## src/core/cps_pkg.sv

```systemverilog
// constants and types for the cell protection state machine
package cps_pkg;
    localparam int unsigned CLK_HZ        = 125_000_000;
    localparam int unsigned OSC_HZ        = 7_500;
    localparam int unsigned TICK_CYCLES   = CLK_HZ / OSC_HZ;
    localparam int unsigned OV_QUAL_US    = 2_000;
    localparam int unsigned UV_QUAL_US    = 1_000;
    localparam int unsigned OV_QUAL_TICKS = (OV_QUAL_US * OSC_HZ + 999_999) / 1_000_000;
    localparam int unsigned UV_QUAL_TICKS = (UV_QUAL_US * OSC_HZ + 999_999) / 1_000_000;
    localparam int unsigned TRIP_NS       = 100_000;
    localparam int unsigned TRIP_CYCLES   = TRIP_NS / 8;
    localparam int unsigned QUAL_W        = 5;
    localparam int unsigned TRIP_W        = 24;

    localparam logic [7:0]  ADDR_CTRL     = 8'h00;
    localparam logic [7:0]  ADDR_STATUS   = 8'h04;
    localparam logic [7:0]  ADDR_IRQ_STAT = 8'h08;
    localparam logic [7:0]  ADDR_IRQ_MASK = 8'h0C;
    localparam logic [7:0]  ADDR_TRIP_EXT = 8'h10;

    localparam int unsigned CTRL_FORCE_OFF = 0;
    localparam logic [31:0] CTRL_RESET     = 32'h0000_0000;
    localparam logic [15:0] TRIP_EXT_RESET = 16'h0000;
    localparam logic [4:0]  MASK_RESET     = 5'h00;

    localparam int unsigned EV_OVERCHARGE = 0;
    localparam int unsigned EV_UNDER      = 1;
    localparam int unsigned EV_BOTH       = 2;
    localparam int unsigned EV_TRIP       = 3;
    localparam int unsigned EV_WARN       = 4;
    localparam int unsigned EV_N          = 5;

    typedef enum logic [4:0] {
        ST_NORMAL = 5'b00001,
        ST_OVER   = 5'b00010,
        ST_UNDER  = 5'b00100,
        ST_BOTH   = 5'b01000,
        ST_TRIP   = 5'b10000
    } cps_state_t;

    typedef enum logic [1:0] {
        SW_OFF       = 2'h0,
        SW_DISCHARGE = 2'h1,
        SW_CHARGE    = 2'h2,
        SW_BOTH      = 2'h3
    } cps_sw_t;

    typedef struct packed {
        logic [1:0] above_over;
        logic [1:0] above_rec;
        logic [1:0] below_warn;
        logic [1:0] below_under;
        logic       overcurrent;
        logic       load_present;
        logic       charger_present;
        logic       assembly_en;
    } cps_sense_t;

    localparam int unsigned SENSE_W = $bits(cps_sense_t);
endpackage : cps_pkg

```

## src/core/cps_sync.sv

```systemverilog
// two-flop synchroniser bank
`timescale 1ns/100ps
module cps_sync #(
    parameter int unsigned W = 1
) (
    input  wire logic         pclk,
    input  wire logic         presetn,
    input  wire logic [W-1:0] din,
    output logic      [W-1:0] dout
);
    logic [W-1:0] stage1;

    genvar i;
    generate
        for (i = 0; i < W; i++) begin : g_bit
            always_ff @(posedge pclk or negedge presetn) begin
                if (!presetn) begin
                    stage1[i] <= 1'b0;
                    dout[i]   <= 1'b0;
                end else begin
                    stage1[i] <= din[i];
                    dout[i]   <= stage1[i];
                end
            end
        end
    endgenerate
endmodule : cps_sync

```

## src/core/cps_protect.sv

```systemverilog
// cell protection state machine with apb register access
`timescale 1ns/100ps
module cps_protect #(
    parameter int unsigned TICK_DIV  = cps_pkg::TICK_CYCLES,
    parameter int unsigned TRIP_BASE = cps_pkg::TRIP_CYCLES
) (
    input  wire logic               pclk,
    input  wire logic               presetn,
    input  wire logic               psel,
    input  wire logic               penable,
    input  wire logic               pwrite,
    input  wire logic [7:0]         paddr,
    input  wire logic [31:0]        pwdata,
    output logic      [31:0]        prdata,
    output logic                    pready,
    output logic                    pslverr,
    input  wire cps_pkg::cps_sense_t sense_in,
    output cps_pkg::cps_sw_t        switch_mode,
    output logic                    high_cell_flag_n,
    output logic                    low_cell_flag_n,
    output logic                    pack_disable_out,
    output logic                    low_charge_warn,
    output logic                    sleep_mode,
    output logic                    irq
);
    cps_pkg::cps_sense_t  sense;
    cps_pkg::cps_state_t  state;
    cps_pkg::cps_state_t  next_state;
    logic [31:0]          tick_cnt;
    logic                 tick;
    logic [cps_pkg::QUAL_W-1:0] ov_cnt;
    logic [cps_pkg::QUAL_W-1:0] uv_cnt;
    logic                 ov_qual;
    logic                 uv_qual;
    logic [cps_pkg::TRIP_W-1:0] trip_cnt;
    logic                 trip_fire;
    logic                 any_over;
    logic                 any_under;
    logic                 split_fault;
    logic                 both_below_rec;
    logic                 both_above_warn;
    logic                 charger_seen;
    logic                 latch_rst_n;
    logic [31:0]          ctrl;
    logic [15:0]          trip_ext;
    logic [cps_pkg::EV_N-1:0] irq_stat;
    logic [cps_pkg::EV_N-1:0] irq_mask;
    logic [cps_pkg::EV_N-1:0] events;
    logic                 warn_raw;
    logic                 warn_d;
    logic                 inhibit;
    logic                 wr_en;
    logic                 rd_en;

    // synchronised sensing
    cps_sync #(
        .W       (cps_pkg::SENSE_W)
    ) u_sync (
        .pclk    (pclk),
        .presetn (presetn),
        .din     (sense_in),
        .dout    (sense)
    );

    function automatic logic addr_hit(input logic [7:0] a);
        addr_hit = (a == cps_pkg::ADDR_CTRL) || (a == cps_pkg::ADDR_STATUS) ||
                   (a == cps_pkg::ADDR_IRQ_STAT) || (a == cps_pkg::ADDR_IRQ_MASK) ||
                   (a == cps_pkg::ADDR_TRIP_EXT);
    endfunction : addr_hit

    assign inhibit         = !sense.assembly_en || ctrl[cps_pkg::CTRL_FORCE_OFF];
    assign any_over        = |sense.above_over;
    assign any_under       = |sense.below_under;
    assign split_fault     = (sense.above_over[0] && sense.below_under[1]) ||
                             (sense.above_over[1] && sense.below_under[0]);
    assign both_below_rec  = ~|sense.above_rec;
    assign both_above_warn = ~|sense.below_warn;
    assign ov_qual         = (ov_cnt >= cps_pkg::QUAL_W'(cps_pkg::OV_QUAL_TICKS));
    assign uv_qual         = (uv_cnt >= cps_pkg::QUAL_W'(cps_pkg::UV_QUAL_TICKS));

    // internal oscillator tick
    always_ff @(posedge pclk or negedge presetn) begin
        if (!presetn) begin
            tick_cnt <= 32'h0000_0000;
            tick     <= 1'b0;
        end else if (tick_cnt >= TICK_DIV - 1) begin
            tick_cnt <= 32'h0000_0000;
            tick     <= 1'b1;
        end else begin
            tick_cnt <= tick_cnt + 32'h0000_0001;
            tick     <= 1'b0;
        end
    end

    // persistence qualification of over and under voltage
    always_ff @(posedge pclk or negedge presetn) begin
        if (!presetn) begin
            ov_cnt <= '0;
            uv_cnt <= '0;
        end else begin
            if (!any_over) begin
                ov_cnt <= '0;
            end else if (tick && !ov_qual) begin
                ov_cnt <= ov_cnt + 1'b1;
            end
            if (!any_under) begin
                uv_cnt <= '0;
            end else if (tick && !uv_qual) begin
                uv_cnt <= uv_cnt + 1'b1;
            end
        end
    end

    // overcurrent trip delay, extended by trip_ext
    always_ff @(posedge pclk or negedge presetn) begin
        if (!presetn) begin
            trip_cnt  <= '0;
            trip_fire <= 1'b0;
        end else if (!sense.overcurrent || state == cps_pkg::ST_TRIP) begin
            trip_cnt  <= '0;
            trip_fire <= 1'b0;
        end else if (trip_cnt >= cps_pkg::TRIP_W'(TRIP_BASE) + cps_pkg::TRIP_W'(trip_ext) - 1'b1) begin
            trip_fire <= 1'b1;
        end else begin
            trip_cnt  <= trip_cnt + 1'b1;
        end
    end

    // next state
    always_comb begin
        next_state = state;
        case (state)
            cps_pkg::ST_NORMAL: begin
                if (trip_fire) begin
                    next_state = cps_pkg::ST_TRIP;
                end else if (tick && split_fault && ov_qual && uv_qual) begin
                    next_state = cps_pkg::ST_BOTH;
                end else if (tick && ov_qual) begin
                    next_state = cps_pkg::ST_OVER;
                end else if (tick && uv_qual) begin
                    next_state = cps_pkg::ST_UNDER;
                end
            end
            cps_pkg::ST_OVER: begin
                if (trip_fire) begin
                    next_state = cps_pkg::ST_TRIP;
                end else if (tick && split_fault && uv_qual) begin
                    next_state = cps_pkg::ST_BOTH;
                end else if (tick && both_below_rec) begin
                    next_state = cps_pkg::ST_NORMAL;
                end
            end
            cps_pkg::ST_UNDER: begin
                if (trip_fire) begin
                    next_state = cps_pkg::ST_TRIP;
                end else if (tick && split_fault && ov_qual) begin
                    next_state = cps_pkg::ST_BOTH;
                end else if (tick && both_above_warn) begin
                    next_state = cps_pkg::ST_NORMAL;
                end
            end
            cps_pkg::ST_BOTH: begin
                if (tick && !any_over && !any_under) begin
                    next_state = cps_pkg::ST_NORMAL;
                end
            end
            cps_pkg::ST_TRIP: begin
                if (tick && !sense.load_present) begin
                    next_state = cps_pkg::ST_NORMAL;
                end
            end
            default: begin
                next_state = cps_pkg::ST_NORMAL;
            end
        endcase
    end

    always_ff @(posedge pclk or negedge presetn) begin
        if (!presetn) begin
            state <= cps_pkg::ST_NORMAL;
        end else if (!sense.assembly_en) begin
            state <= cps_pkg::ST_NORMAL;
        end else begin
            state <= next_state;
        end
    end

    // sleep until a charger is seen in over-discharge
    always_ff @(posedge pclk or negedge presetn) begin
        if (!presetn) begin
            charger_seen <= 1'b0;
        end else if (state != cps_pkg::ST_UNDER) begin
            charger_seen <= 1'b0;
        end else if (sense.charger_present) begin
            charger_seen <= 1'b1;
        end
    end

    // decoded outputs
    always_ff @(posedge pclk or negedge presetn) begin
        if (!presetn) begin
            switch_mode      <= cps_pkg::SW_OFF;
            high_cell_flag_n <= 1'b1;
            low_cell_flag_n  <= 1'b1;
            sleep_mode       <= 1'b0;
        end else begin
            high_cell_flag_n <= !(state == cps_pkg::ST_OVER || state == cps_pkg::ST_BOTH);
            low_cell_flag_n  <= !(state == cps_pkg::ST_UNDER || state == cps_pkg::ST_BOTH);
            sleep_mode       <= (state == cps_pkg::ST_UNDER) && !charger_seen;
            if (inhibit) begin
                switch_mode <= cps_pkg::SW_OFF;
            end else begin
                case (state)
                    cps_pkg::ST_NORMAL: switch_mode <= cps_pkg::SW_BOTH;
                    cps_pkg::ST_OVER:   switch_mode <= cps_pkg::SW_DISCHARGE;
                    cps_pkg::ST_UNDER:  switch_mode <= cps_pkg::SW_CHARGE;
                    cps_pkg::ST_BOTH:   switch_mode <= cps_pkg::SW_OFF;
                    cps_pkg::ST_TRIP:   switch_mode <= cps_pkg::SW_OFF;
                    default:            switch_mode <= cps_pkg::SW_OFF;
                endcase
            end
        end
    end

    // low charge warning, dropped in over-discharge
    assign warn_raw = (|sense.below_warn) && (state == cps_pkg::ST_NORMAL) && sense.assembly_en;

    always_ff @(posedge pclk or negedge presetn) begin
        if (!presetn) begin
            low_charge_warn <= 1'b0;
            warn_d          <= 1'b0;
        end else begin
            low_charge_warn <= warn_raw;
            warn_d          <= warn_raw;
        end
    end

    // pack-disable latch, cleared straight from the enable pin
    assign latch_rst_n = presetn & sense_in.assembly_en;

    always_ff @(posedge pclk or negedge latch_rst_n) begin
        if (!latch_rst_n) begin
            pack_disable_out <= 1'b0;
        end else if (sense.assembly_en && next_state == cps_pkg::ST_OVER && state != cps_pkg::ST_OVER) begin
            pack_disable_out <= 1'b1;
        end
    end

    // interrupt events
    always_comb begin
        events = '0;
        events[cps_pkg::EV_OVERCHARGE] = (state != cps_pkg::ST_OVER) && (next_state == cps_pkg::ST_OVER);
        events[cps_pkg::EV_UNDER]      = (state != cps_pkg::ST_UNDER) && (next_state == cps_pkg::ST_UNDER);
        events[cps_pkg::EV_BOTH]       = (state != cps_pkg::ST_BOTH) && (next_state == cps_pkg::ST_BOTH);
        events[cps_pkg::EV_TRIP]       = (state != cps_pkg::ST_TRIP) && (next_state == cps_pkg::ST_TRIP);
        events[cps_pkg::EV_WARN]       = warn_raw && !warn_d;
        // no events while the assembly hold pins the state
        if (!sense.assembly_en) begin
            events = '0;
        end
    end

    // apb access
    assign wr_en   = psel && penable && pwrite;
    assign rd_en   = psel && penable && !pwrite;
    assign pready  = 1'b1;
    assign pslverr = psel && penable && !addr_hit(paddr);

    always_ff @(posedge pclk or negedge presetn) begin
        if (!presetn) begin
            ctrl     <= cps_pkg::CTRL_RESET;
            trip_ext <= cps_pkg::TRIP_EXT_RESET;
            irq_mask <= cps_pkg::MASK_RESET;
        end else if (wr_en) begin
            case (paddr)
                cps_pkg::ADDR_CTRL:     ctrl     <= {31'h0000_0000, pwdata[cps_pkg::CTRL_FORCE_OFF]};
                cps_pkg::ADDR_TRIP_EXT: trip_ext <= pwdata[15:0];
                cps_pkg::ADDR_IRQ_MASK: irq_mask <= pwdata[cps_pkg::EV_N-1:0];
                default: begin
                end
            endcase
        end
    end

    // sticky status, read clears, a new event wins
    always_ff @(posedge pclk or negedge presetn) begin
        if (!presetn) begin
            irq_stat <= '0;
        end else if (rd_en && paddr == cps_pkg::ADDR_IRQ_STAT) begin
            irq_stat <= events;
        end else begin
            irq_stat <= irq_stat | events;
        end
    end

    always_ff @(posedge pclk or negedge presetn) begin
        if (!presetn) begin
            irq <= 1'b0;
        end else begin
            irq <= |(irq_stat & irq_mask);
        end
    end

    always_ff @(posedge pclk or negedge presetn) begin
        if (!presetn) begin
            prdata <= 32'h0000_0000;
        end else if (psel && !penable && !pwrite) begin
            case (paddr)
                cps_pkg::ADDR_CTRL:     prdata <= ctrl;
                cps_pkg::ADDR_STATUS:   prdata <= {20'h00000, switch_mode, sleep_mode, low_charge_warn,
                                                   pack_disable_out, low_cell_flag_n, high_cell_flag_n, state};
                cps_pkg::ADDR_IRQ_STAT: prdata <= {27'h0000000, irq_stat | events};
                cps_pkg::ADDR_IRQ_MASK: prdata <= {27'h0000000, irq_mask};
                cps_pkg::ADDR_TRIP_EXT: prdata <= {16'h0000, trip_ext};
                default:                prdata <= 32'h0000_0000;
            endcase
        end
    end
endmodule : cps_protect

```

## config.mk

```make
export PLATFORM = sky130hd
export DESIGN_NAME = cps_protect
export DESIGN_NICKNAME = d
export VERILOG_FILES = /design/src/core/cps_pkg.sv /design/src/core/cps_sync.sv /design/src/core/cps_protect.sv
export SDC_FILE = /design/constraint.sdc
export NUM_CORES = 1
export LEC_CHECK = 0
export ABC_CLOCK_PERIOD_IN_PS = 3400
export BUFFER_PORTS_ARGS = -buffer_cell sky130_fd_sc_hd__clkbuf_2
export CAP_MARGIN = 40
export CORE_ASPECT_RATIO = 0.6
export CORE_MARGIN = 3
export CORE_UTILIZATION = 52
export CTS_CLUSTER_DIAMETER = 100
export DETAILED_ROUTE_END_ITERATION = 6
export PLACE_DENSITY = 0.76
export SYNTH_ARGS = -nofsm -noshare
export SYNTH_HDL_FRONTEND = slang
export SYNTH_SLANG_ARGS = --single-unit
export TNS_END_PERCENT = 30
```

## constraint.sdc

```tcl
create_clock -name pclk -period 3.4 [get_ports pclk]
set_clock_uncertainty 0.2 [all_clocks]
set_input_delay 0.68 -clock pclk [delete_from_list [all_inputs] [get_ports pclk]]
set_output_delay 0.68 -clock pclk [all_outputs]
set_load 0.02 [all_outputs]
```

==> summary.txt <==
Synthesis
  • Syn Area/Cell: 10.3 um^2
  • Syn. warnings: 0
  • Yosys reg bits: 149
  • Sequential-to-total area share from yosys stat: 51.5%
  • Synth unique cells: 65
  • EDFF count, synth: 0
  • Area contributors post-synth: dfrtp_1, ha_1, nor2_1
  • Post-synth top area share: 50.5%
  • Fraction of registers with async set/reset: 100%
  • Dominant cell type by area after synthesis: dfrtp_1
  • Post-synth top flop: dfrtp_1
  • Mapped cell area: 0.00724 mm^2
  • Top-count cell post-synth: dfrtp_1
  • Mapped Cells: 701
  • Most common library cells after synthesis: dfrtp_1, nor2_1, nand2_1, o21ai_0, nand3_1

Timing
  • Setup WS post-layout: -0.0999 ns
  • F_max: 286 MHz
  • Fin. max-slew vios: 0
  • Fin. Hold Viols: 0
  • Crit path time final: 3.50 ns
  • Max transition margin: 56.2%
  • Count of final setup violators: 10
  • Final Cycle Share: 103%
  • Worst-Margin Slew: 0.650 ns
  • Hold Slack: 0.0380 ns
  • Unrepaired setup endpoints after global routing: true

Clock network
  • Clock Path Buffers: 2
  • CTS Sinks: 149
  • CTS root buffer: clkbuf_16
  • CTS Buf Count: 17
  • CTS clk-pin slew, worst paths: 0.07 ns
  • Worst-skew pair later-pin latency: 0.42 ns
  • CTS tree: built
  • H-tree levels: 4

Run status
  • Failing checks: setup timing
  • Status: finished with violations

Finish
  • Area Overhead vs Synth: 20.3%
  • Layout cells sized above 1: 23.5%
  • Inserted Diodes: 0
  • Nets@finish: 903
  • Fill count: 1,002

Route
  • Vias per cell: 5.76
  • Initial DRC Count: 643
  • Wire length per cell: 17.7 um
  • Detailed Routing Iterations Pass 1: 5
  • Antenna viol nets, final: 0
  • Vias post-DR: 5,779
  • Drt drc: 0
  • Max Used Layer: met4
  • Met3 wire len: 1.26 mm
  • WL met1: 8.38 mm
  • DRT Wirelength: 17.8 mm
  • Routed wl met2: 7.94 mm

Pwr
  • Worst IR drop on VDD: 0.399 mV
  • Power, Total: 4.59 mW
  • Pwr dens: 527 mW/mm^2
  • Sequential power share: 44.9%
  • Power Internal: 3.15 mW
  • Leak pwr: 4.15 nW
  • Combinational power share: 15.1%
  • Clk pwr share: 40.0%
  • P_sw: 1.44 mW
  • Sw Ratio: 31.4%

Critical path
  • Worst Setup Start Kind: flip-flop
  • Crit Path Class: flip-flop to flip-flop
  • CP Data Required Time: 3.53 ns
  • CP Cell Sequence: o211a_1 > o21a_1 > nor3_2 > buf_4 > buf_4 > nor2b_1 > xnor2_1 > ha_1 > a211oi_1 > o211ai_1 > nor4_2 > buf_4 > o21ai_4 > buf_6 > a211oi_4 > mux2i_1
  • CP Buf/Inv Count: 4
  • Critical Path AT: 3.63 ns
  • CP Capture Type: flip-flop
  • Crit-path max FO: 8
  • Slowest stage cell, crit path: dfrtp_1
  • Critical path's top delay family: compound AO/OA/AOI/OAI gates
  • Most frequent CP cell: buf_4
  • Slowest cell delay on critical path: 0.41 ns

Job
  • Max_cap viols: 0

Placement
  • Hpwl dp: 12.6 mm
  • Port buffer count: 65
  • Post-Place Setup Slack: -0.456 ns
  • RD Place Congestion: 0.911

Floorplanning
  • Core area: 0.0132 mm^2
  • Die area: 0.0154 mm^2
  • Num ports: 99
  • Initial Utilization: 54.8%
  • Die width: 158 um
  • Row count: 32
  • Die Span Y: 97.4 um

GRT
  • Vias in the first global route: 5,575
  • Antenna violations before repair: 0
  • Largest net degree at the start of global routing: 69
  • GR Overflow Total: 0
  • Global-route wire length before repair: 28.8 mm
  • GRT Total Usage: 23.7%

Hold path
  • HP Class: input pin to asynchronous set/reset pin
-- registers in the layout, indices dropped and copies added, names as in the netlist, 2 cells and up --
| signal | cells |
|---|---|
| trip_cnt | 24 |
| ov_cnt | 5 |
| switch_mode | 2 |
| tick_cnt | 32 |
| irq_mask | 5 |
| irq_stat | 5 |
| prdata | 16 |
| trip_ext | 16 |
| state | 5 |
| u_sync.dout | 12 |
| u_sync.stage1 | 12 |
| uv_cnt | 5 |
-- timing repair --
action	4_1_cts	5_1_grt
gates cloned	1	0
hold buffers	1	0
buffers inserted	4	2
resized for setup	24	11
setup endpoints to repair	19	19
pin swaps	11	9
hold endpoints to repair	1	0
-- cells by family (layout without fill, tap and decap cells) --
kind of cell	count (synthesis)	in the layout	synth area share [%]
and+or+nand+nor	271	271	18.6
DFF	149	149	51.5
AOI/OAI and AO/OA	132	132	12.3
buffers and inverters	56	156	4.18
muxes	34	34	5.06
xor gates and xnor gates	31	31	3.75
adders and majority gates	26	26	4.49
other	2	34	0.104
-- path summary, 6_finish.rpt --
| check | start | end | slack [ns] | depth (start not counted) |
|---|---|---|---|---|
| max | trip_ext[0]$_DFFE_PN0P_ | trip_cnt[6]$_DFFE_PN0P_ | -0.1 | 16 |
| min | presetn | prdata[5]$_DFFE_PN0P_ | 0.04 | 1 |
| max reg2reg | trip_ext[0]$_DFFE_PN0P_ | trip_cnt[6]$_DFFE_PN0P_ | -0.1 | 16 |
| min reg2reg | u_sync.stage1[9]$_DFF_PN0_ | u_sync.dout[9]$_DFF_PN0_ | 0.15 | 0 |
| max in group asynchronous | presetn | low_cell_flag_n$_DFF_PN1_ | 2.06 | 2 |
| min in group pclk | u_sync.stage1[9]$_DFF_PN0_ | u_sync.dout[9]$_DFF_PN0_ | 0.15 | 0 |
-- routing by layer --
metal  vias up  global-route usage [%]
met2       246                    34.9
met3        24                    4.32
li1       2682                       -
met5         -                       0
met1      2827                    36.1
met4         0                    6.21
-- cell usage in the layout (no fill, tap or decap), types with 11 or more instances in the layout --
cell type	instances
a21oi_1	25
nand3_1	34
ha_1	26
nand2_1	63
dfrtp_1	146
nand2b_1	11
clkbuf_16	17
buf_4	38
conb_1	34
mux2i_1	13
and3_1	16
inv_1	14
nor2_1	81
xnor2_1	13
o21ai_0	23
xor2_1	18
mux2_2	20
clkbuf_2	64
-- stage by stage --
step	area (um^2)	instances	util (%)	TNS [ns]
global placement	7940	962	60.1	-4.42
CTS	8650	1001	65.5	-1.61
finish	8710	1003	65.9	-0.525
detailed placement	7950	963	60.2	-6.27
floorplan	7360	733	-	0
global route	8710	1003	65.9	-2.79
-- cell type report --
class | count | area [um^2] | share of cell area, %
clock buffers | 17 | 425 | 4.89
repair buffers | 109 | 692 | 7.95
multi-input cells | 528 | 3420 | 39.3
well taps | 170 | 213 | 2.44
clock inverters | 15 | 166 | 1.91
flip-flops and latches | 149 | 3730 | 42.9
inverters | 15 | 56.3 | 0.647
-- power by group through the flow --
| stage | Combinational (mW) | Clock [mW] | Sequential [mW] |
|---|---|---|---|
| after floorplan | 0.465 | 0 | 2.06 |
| final | 0.692 | 1.84 | 2.06 |
| after global routing | 0.766 | 1.94 | 2.07 |
| after global placement | 0.657 | 0 | 2.08 |
| after detailed placement | 0.679 | 0 | 2.08 |
| after CTS | 0.691 | 1.85 | 2.05 |
-- worst reg2reg max path: cells and delay by family, from the launching register on --
family                     cells  cell delay [ns]
AOI/OAI and AO/OA              6             1.20
xor gates and xnor gates       1             0.17
adders and majority gates      1             0.28
buffers and inverters          4             0.59
DFF                            1             0.41
muxes                          1             0.24
and+or+nand+nor                3             0.33
No activity file was read; power rests on OpenSTA's default activity.
